### config.mk
export PLATFORM = sky130hd
export DESIGN_NAME = nic_cpu_flat
export DESIGN_NICKNAME = d
export VERILOG_FILES = /design/src/shared/nic_pkg.sv /design/src/shared/nic_if.sv /design/src/hdl/nic_cpu.sv /design/src/flat_wrapper.sv
export SDC_FILE = /design/constraint.sdc
export NUM_CORES = 1
export LEC_CHECK = 0
export ABC_CLOCK_PERIOD_IN_PS = 3100
export BUFFER_PORTS_ARGS = -buffer_cell sky130_fd_sc_hd__buf_2
export CORE_AREA = 2 2 49 51
export CTS_CLUSTER_SIZE = 30
export DETAILED_ROUTE_END_ITERATION = 16
export DIE_AREA = 0 0 51 53
export PLACE_DENSITY_LB_ADDON = 0.12
export SYNTH_ARGS = -nofsm -noshare
export SYNTH_HDL_FRONTEND = slang
export SYNTH_SLANG_ARGS = --single-unit
### constraint.sdc
create_clock -name clk_sys -period 3.1 [get_ports clk_sys]
set_clock_uncertainty 0.2 [all_clocks]
set_input_delay 0.31 -clock clk_sys [delete_from_list [all_inputs] [get_ports clk_sys]]
set_output_delay 0.31 -clock clk_sys [all_outputs]
set_load 0.005 [all_outputs]
### src/shared/nic_pkg.sv
// Package of constants and types shared by the interrupt controller and its CPU-side partner
package nic_pkg;
	// ==========================================================
	// Sizes and vectors
	localparam int NIC_NUM_SRC = 4;
	localparam int NIC_VEC_W = 8;
	localparam logic [7:0] NIC_VEC_RESET = 8'hFF;
	localparam logic [7:0] NIC_VEC_BASE = 8'h10;
	localparam int NIC_BLACKOUT_CYC = 1;
	// ==========================================================
	// Edge sensitivity encoding, two bits per line
	typedef enum logic [1:0] {
		NIC_SENS_FALL = 2'h0,
		NIC_SENS_RISE = 2'h1,
		NIC_SENS_BOTH = 2'h2,
		NIC_SENS_NONE = 2'h3
	} nic_sens_type;
endpackage : nic_pkg

### src/shared/nic_if.sv
// Interface joining the interrupt controller and the CPU core
`timescale 1ns/10ps
`default_nettype none
interface nic_if;
	import nic_pkg::*;
	logic [NIC_NUM_SRC-1:0] irq_pending;
	logic irq_req;
	logic [NIC_VEC_W-1:0] irq_vector;
	logic irq_ack;
	logic global_mask;
	logic cc_restore;
	logic port_cfg_access;
	logic [NIC_NUM_SRC-1:0] flag_clear;
	logic [NIC_NUM_SRC-1:0] src_enable;
	logic [NIC_NUM_SRC-1:0] in_handler;
	logic spurious_reset;
	modport ctrl (
		output irq_pending, irq_req, irq_vector, spurious_reset,
		input irq_ack, global_mask, cc_restore, port_cfg_access, flag_clear, src_enable,
		in_handler
	);
	modport cpu (
		input irq_pending, irq_req, irq_vector, spurious_reset,
		output irq_ack, global_mask, cc_restore, port_cfg_access, flag_clear, src_enable,
		in_handler
	);
endinterface : nic_if
`default_nettype wire

### src/hdl/nic_cpu.sv
// CPU-side end: drives mask, restores, port accesses and flag clears for the controller
`timescale 1ns/10ps
`default_nettype none
module nic_cpu import nic_pkg::*; #(
	parameter int NUM_SRC = NIC_NUM_SRC
) (
	input wire logic clk_sys,
	input wire logic rst,
	input wire logic op_set_mask,
	input wire logic op_clear_mask,
	input wire logic op_cc_restore,
	input wire logic op_port_cfg,
	input wire logic [NUM_SRC-1:0] op_flag_clear,
	input wire logic [NUM_SRC-1:0] op_enable,
	output logic took_vector,
	output logic [NIC_VEC_W-1:0] taken_vector,
	output logic saw_reset,
	nic_if.cpu bus
);
	// ==========================================================
	// Sequencer state
	typedef enum logic [1:0] {NIC_IDLE, NIC_MASKED, NIC_RESTORE} nic_cpu_state_type;
	nic_cpu_state_type state_ff;
	nic_cpu_state_type nxt_state;
	logic mask_ff;
	logic restore_ff;
	logic cfg_ff;
	logic [NUM_SRC-1:0] clr_ff;
	logic [NUM_SRC-1:0] en_ff;
	logic [NUM_SRC-1:0] hnd_ff;
	logic ack_ff;
	logic took_ff;
	logic [NIC_VEC_W-1:0] tvec_ff;
	logic rst_seen_ff;

	// Restore is only issued once the mask is set a cycle earlier
	always_comb begin
		nxt_state = state_ff;
		case (state_ff)
			NIC_IDLE: if (op_cc_restore) nxt_state = NIC_MASKED;
			NIC_MASKED: nxt_state = NIC_RESTORE;
			default: nxt_state = NIC_IDLE;
		endcase
	end

	wire logic take = bus.irq_req && !ack_ff && !mask_ff;

	always_ff @(posedge clk_sys) begin
		if (rst) begin
			state_ff <= NIC_IDLE;
			mask_ff <= 1'b1;
			restore_ff <= 1'b0;
			cfg_ff <= 1'b0;
			clr_ff <= '0;
			en_ff <= '0;
			hnd_ff <= '0;
			ack_ff <= 1'b0;
			took_ff <= 1'b0;
			tvec_ff <= NIC_VEC_RESET;
			rst_seen_ff <= 1'b0;
		end else begin
			state_ff <= nxt_state;
			// Handler entry masks, so a request still on the wire is not taken twice
			if (op_set_mask || nxt_state == NIC_MASKED || take) begin
				mask_ff <= 1'b1;
			end else if (op_clear_mask && state_ff == NIC_IDLE) begin
				mask_ff <= 1'b0;
			end
			restore_ff <= state_ff == NIC_MASKED;
			cfg_ff <= op_port_cfg;
			clr_ff <= op_flag_clear;
			en_ff <= op_enable;
			ack_ff <= take;
			hnd_ff <= take ? bus.irq_pending : (op_clear_mask ? '0 : hnd_ff);
			took_ff <= take;
			tvec_ff <= take ? bus.irq_vector : tvec_ff;
			rst_seen_ff <= bus.spurious_reset || (take && bus.irq_vector == NIC_VEC_RESET);
		end
	end

	assign bus.global_mask = mask_ff;
	assign bus.cc_restore = restore_ff;
	assign bus.port_cfg_access = cfg_ff;
	assign bus.flag_clear = clr_ff;
	assign bus.src_enable = en_ff;
	assign bus.in_handler = hnd_ff;
	assign bus.irq_ack = ack_ff;
	assign took_vector = took_ff;
	assign taken_vector = tvec_ff;
	assign saw_reset = rst_seen_ff;
endmodule : nic_cpu
`default_nettype wire

### src/flat_wrapper.sv
// flat-port wrapper written by rule: the top's interface ports become plain ports
module nic_cpu_flat import nic_pkg::*;
#(
	parameter int NUM_SRC = NIC_NUM_SRC
)
  (clk_sys, rst, op_set_mask, op_clear_mask, op_cc_restore, op_port_cfg, op_flag_clear, op_enable, took_vector, taken_vector, saw_reset, bus_irq_pending, bus_irq_req, bus_irq_vector, bus_spurious_reset, bus_irq_ack, bus_global_mask, bus_cc_restore, bus_port_cfg_access, bus_flag_clear, bus_src_enable, bus_in_handler);
  nic_if bus_i ();
  input wire logic clk_sys;
  input wire logic rst;
  input wire logic op_set_mask;
  input wire logic op_clear_mask;
  input wire logic op_cc_restore;
  input wire logic op_port_cfg;
  input wire logic [NUM_SRC-1:0] op_flag_clear;
  input wire logic [NUM_SRC-1:0] op_enable;
  output logic took_vector;
  output logic [NIC_VEC_W-1:0] taken_vector;
  output logic saw_reset;
  input wire logic [$bits(bus_i.irq_pending)-1:0] bus_irq_pending;
  input wire logic [$bits(bus_i.irq_req)-1:0] bus_irq_req;
  input wire logic [$bits(bus_i.irq_vector)-1:0] bus_irq_vector;
  input wire logic [$bits(bus_i.spurious_reset)-1:0] bus_spurious_reset;
  output wire logic [$bits(bus_i.irq_ack)-1:0] bus_irq_ack;
  output wire logic [$bits(bus_i.global_mask)-1:0] bus_global_mask;
  output wire logic [$bits(bus_i.cc_restore)-1:0] bus_cc_restore;
  output wire logic [$bits(bus_i.port_cfg_access)-1:0] bus_port_cfg_access;
  output wire logic [$bits(bus_i.flag_clear)-1:0] bus_flag_clear;
  output wire logic [$bits(bus_i.src_enable)-1:0] bus_src_enable;
  output wire logic [$bits(bus_i.in_handler)-1:0] bus_in_handler;
  assign bus_i.irq_pending = bus_irq_pending;
  assign bus_i.irq_req = bus_irq_req;
  assign bus_i.irq_vector = bus_irq_vector;
  assign bus_i.spurious_reset = bus_spurious_reset;
  assign bus_irq_ack = bus_i.irq_ack;
  assign bus_global_mask = bus_i.global_mask;
  assign bus_cc_restore = bus_i.cc_restore;
  assign bus_port_cfg_access = bus_i.port_cfg_access;
  assign bus_flag_clear = bus_i.flag_clear;
  assign bus_src_enable = bus_i.src_enable;
  assign bus_in_handler = bus_i.in_handler;
  nic_cpu #(.NUM_SRC(NUM_SRC)) u_core (.clk_sys(clk_sys), .rst(rst), .op_set_mask(op_set_mask), .op_clear_mask(op_clear_mask), .op_cc_restore(op_cc_restore), .op_port_cfg(op_port_cfg), .op_flag_clear(op_flag_clear), .op_enable(op_enable), .took_vector(took_vector), .taken_vector(taken_vector), .saw_reset(saw_reset), .bus(bus_i));
endmodule
==> qor.yml <==
synthesis:
  ys_seq_elements: 26
  synthTopCellsByCount: "26 x dfxtp_1, 20 x nand2_1, 9 x nor2b_1"
  syn_area_per_cell_um2: 9.73
  ys_seq_area_share_pct: 58.8
  yosysMostFrequentCell: "dfxtp_1"
  yosysWarnings: 0
  ys_dominant_reg_cell: "dfxtp_1"
  synth_nets: 119
  synthArstFlopShare_pct: 0
  netlist_instances: 91
  synth.largest_area_cell: "dfxtp_1"
  netlist_area_um2: 886
  synth-edff-count: 0
  synth.top_cells.by_area: "dfxtp_1 59%, nand2_1 8.5%, nand3b_1 6.8%"
  synth.distinct_cells: 20
  yosys.area.top_type_share_pct: 58.8
timing:
  rsz0062_at_grt: "no"
  tightest_slew_ns: 0.707
  slew_headroom_pct: 52.7
  fmax_ghz: 0.658
  hold_violations: 0
  final_max_slew_viol_count: 0
  fin_crit_sh_pct: 49.0
  fin_tns_setup_ns: 0
  worst_slack_ns: 1.58
  setup_viol: 0
  finalCriticalPeriod_ns: 1.52
die:
  io-pin-count: 54
  die_y_um: 53
  initial_core_util_pct: 41.2
  dieWidth_um: 51
  rows: 17
  core-area_um2: 2150
  dieArea_um2: 2700
detailed_routing:
  drtIter0Drc: 7
  drtPass1Iterations: 4
  wl_per_cell_um: 10.5
  antenna_left: 0
  vias_per_cell: 4.51
  routed_wl_mm: 1.82
  post-route-drc-count: 0
  vias: 781
critical_path:
  rr_worst_depth: 3
  cpPeakStageDelay_ns: 0.60
  crit_path_end_kind: "flip-flop"
  crit_family: "simple AND/OR/NAND/NOR gates"
  crit_path_start_kind: "flip-flop"
  setup.worst_path.class: "flip-flop to flip-flop"
  crit_buf_inv: 0
  path_depth: 3
  cpMaxStageDelayCell: "or3b_1"
  crit_chain: "or3b_1 > nand3_1 > a21oi_1"
  cp.required_ns: 3.09
  critical_path_arrival_ns: 1.51
  cp-startpoint: "u_core.bus.global_mask"
  rr_startpoint: "u_core.bus.global_mask"
  cp_max_fo: 14
placed_design:
  dp_slack_ns: 1.55
  numPortBuffers: 53
  hpwl_mm: 1.35
  gp_congestion: 0.666
run_status:
  outcome: "completed"
final_layout:
  fin_nets: 175
  drive_gt1_share_pct: 39.3
  antennaDiodeCount: 0
  area_growth_pct: 36.9
  multi_input_area_um2: 325
  nFillCells: 207
  final_core_util_pct: 56.4
  seq_area_um2: 520
cts:
  postCtsSetupRepairBufs: 0
  clockBufferDepth: 2
  cts_num_sinks: 26
  cts-buffers-inserted: 3
  ctsResizeCount: 0
  cts_root_buf: "clkbuf_4"
  clk_latency_ns: 0.30
  cts_tree: "done"
  clk_pin_slew_ns: 0.13
  htreeDepth: 1
hold_path:
  min_path_type: "primary input to flip-flop"
  hp-start: "op_flag_clear[1]"
  min_path_cells: 2
global_routing:
  antenna_found_initial: 0
  grt_max_degree: 27
  overflow: 0
  grt_pass1_wl_mm: 2.74
  grtUsageTotal_pct: 13.7
  grt_pass1_vias: 663
power:
  power_density_nw_per_um2: 446
  power_leakage_uw: 0.000585
  peakVddDrop_v: 0.000309
run:
  cap_viol_max_count: 0
-- registers in the layout, indices dropped and copies added, names as in the netlist --
name and count:
u_core.state_ff 1, u_core.bus.irq_ack 1, u_core.bus.src_enable 4, u_core.bus.cc_restore 1, u_core.bus.in_handler 4, u_core.taken_vector 8, u_core.bus.flag_clear 4, u_core.bus.port_cfg_access 1
u_core.saw_reset 1, u_core.bus.global_mask 1
-- metal layers --
layer	routed length [um]	vias to the layer above	GRT usage (%)
met5	0	-	0
met4	17	0	6.76
met3	148	2	3.95
met2	834	27	23.4
met1	815	343	15.6
li1	-	409	-
-- where the power goes --
group,switching (uW),internal (uW),leakage [uW]
sequential,4.88,346,0.000213
combinational,23.4,33.1,0.000358
clock,87.5,45.3,0.0000138
-- metrics by stage --
| stage | cells | total power (uW) | hold WS (ns) | cell area [um2] |
|---|---|---|---|---|
| finish | 173 | 541 | 0.00626 | 1210 |
| detailed placement | 166 | 412 | 0.249 | 1150 |
| global route | 173 | 566 | 0.00225 | 1210 |
| global placement | 166 | 411 | 0.248 | 1150 |
| CTS | 173 | 548 | 0.00107 | 1210 |
| floorplan | 91 | 381 | 0.182 | 886 |
-- area by class of cell --
class / instances / share of cell area (%)
clock buffers: 3 / 1.86
inverters: 1 / 0.310
multi-input cells: 58 / 26.8
flip-flops and latches: 26 / 42.9
well taps: 28 / 2.89
repair buffers: 57 / 25.2
-- final timing paths --
check                        endpoint  slack (ns)
max          u_core.bus.in_handler[3]        1.58
min          u_core.bus.flag_clear[1]       0.006
max reg2reg  u_core.bus.in_handler[3]        1.58
min reg2reg    u_core.taken_vector[6]        0.27
-- repair_timing --
item	4_1_cts	5_1_grt
endpoints found under the hold margin	4	0
hold buffers	4	0
endpoints found under the setup margin	0	0
-- cells by family after synthesis --
group           count (synthesis)  synth area share, %
simple gates                   52                 32.9
compound gates                  6                 3.81
buf+inv                         7                 4.52
flops                          26                 58.8
-- cell usage in the layout (no fill, tap or decap), types with 2 or more instances in the layout --
cell,Yosys,routed
buf_2,2,53
dfxtp_1,26,26
nand2_1,20,20
nor2b_1,9,9
nand3b_1,8,8
nand3_1,5,5
a21oi_1,4,4
dlygate4sd3_1,0,4
clkbuf_4,0,3
nor2_1,2,2
nor3b_1,2,2
and4_1,2,2
(Power assumes the default switching activity.)
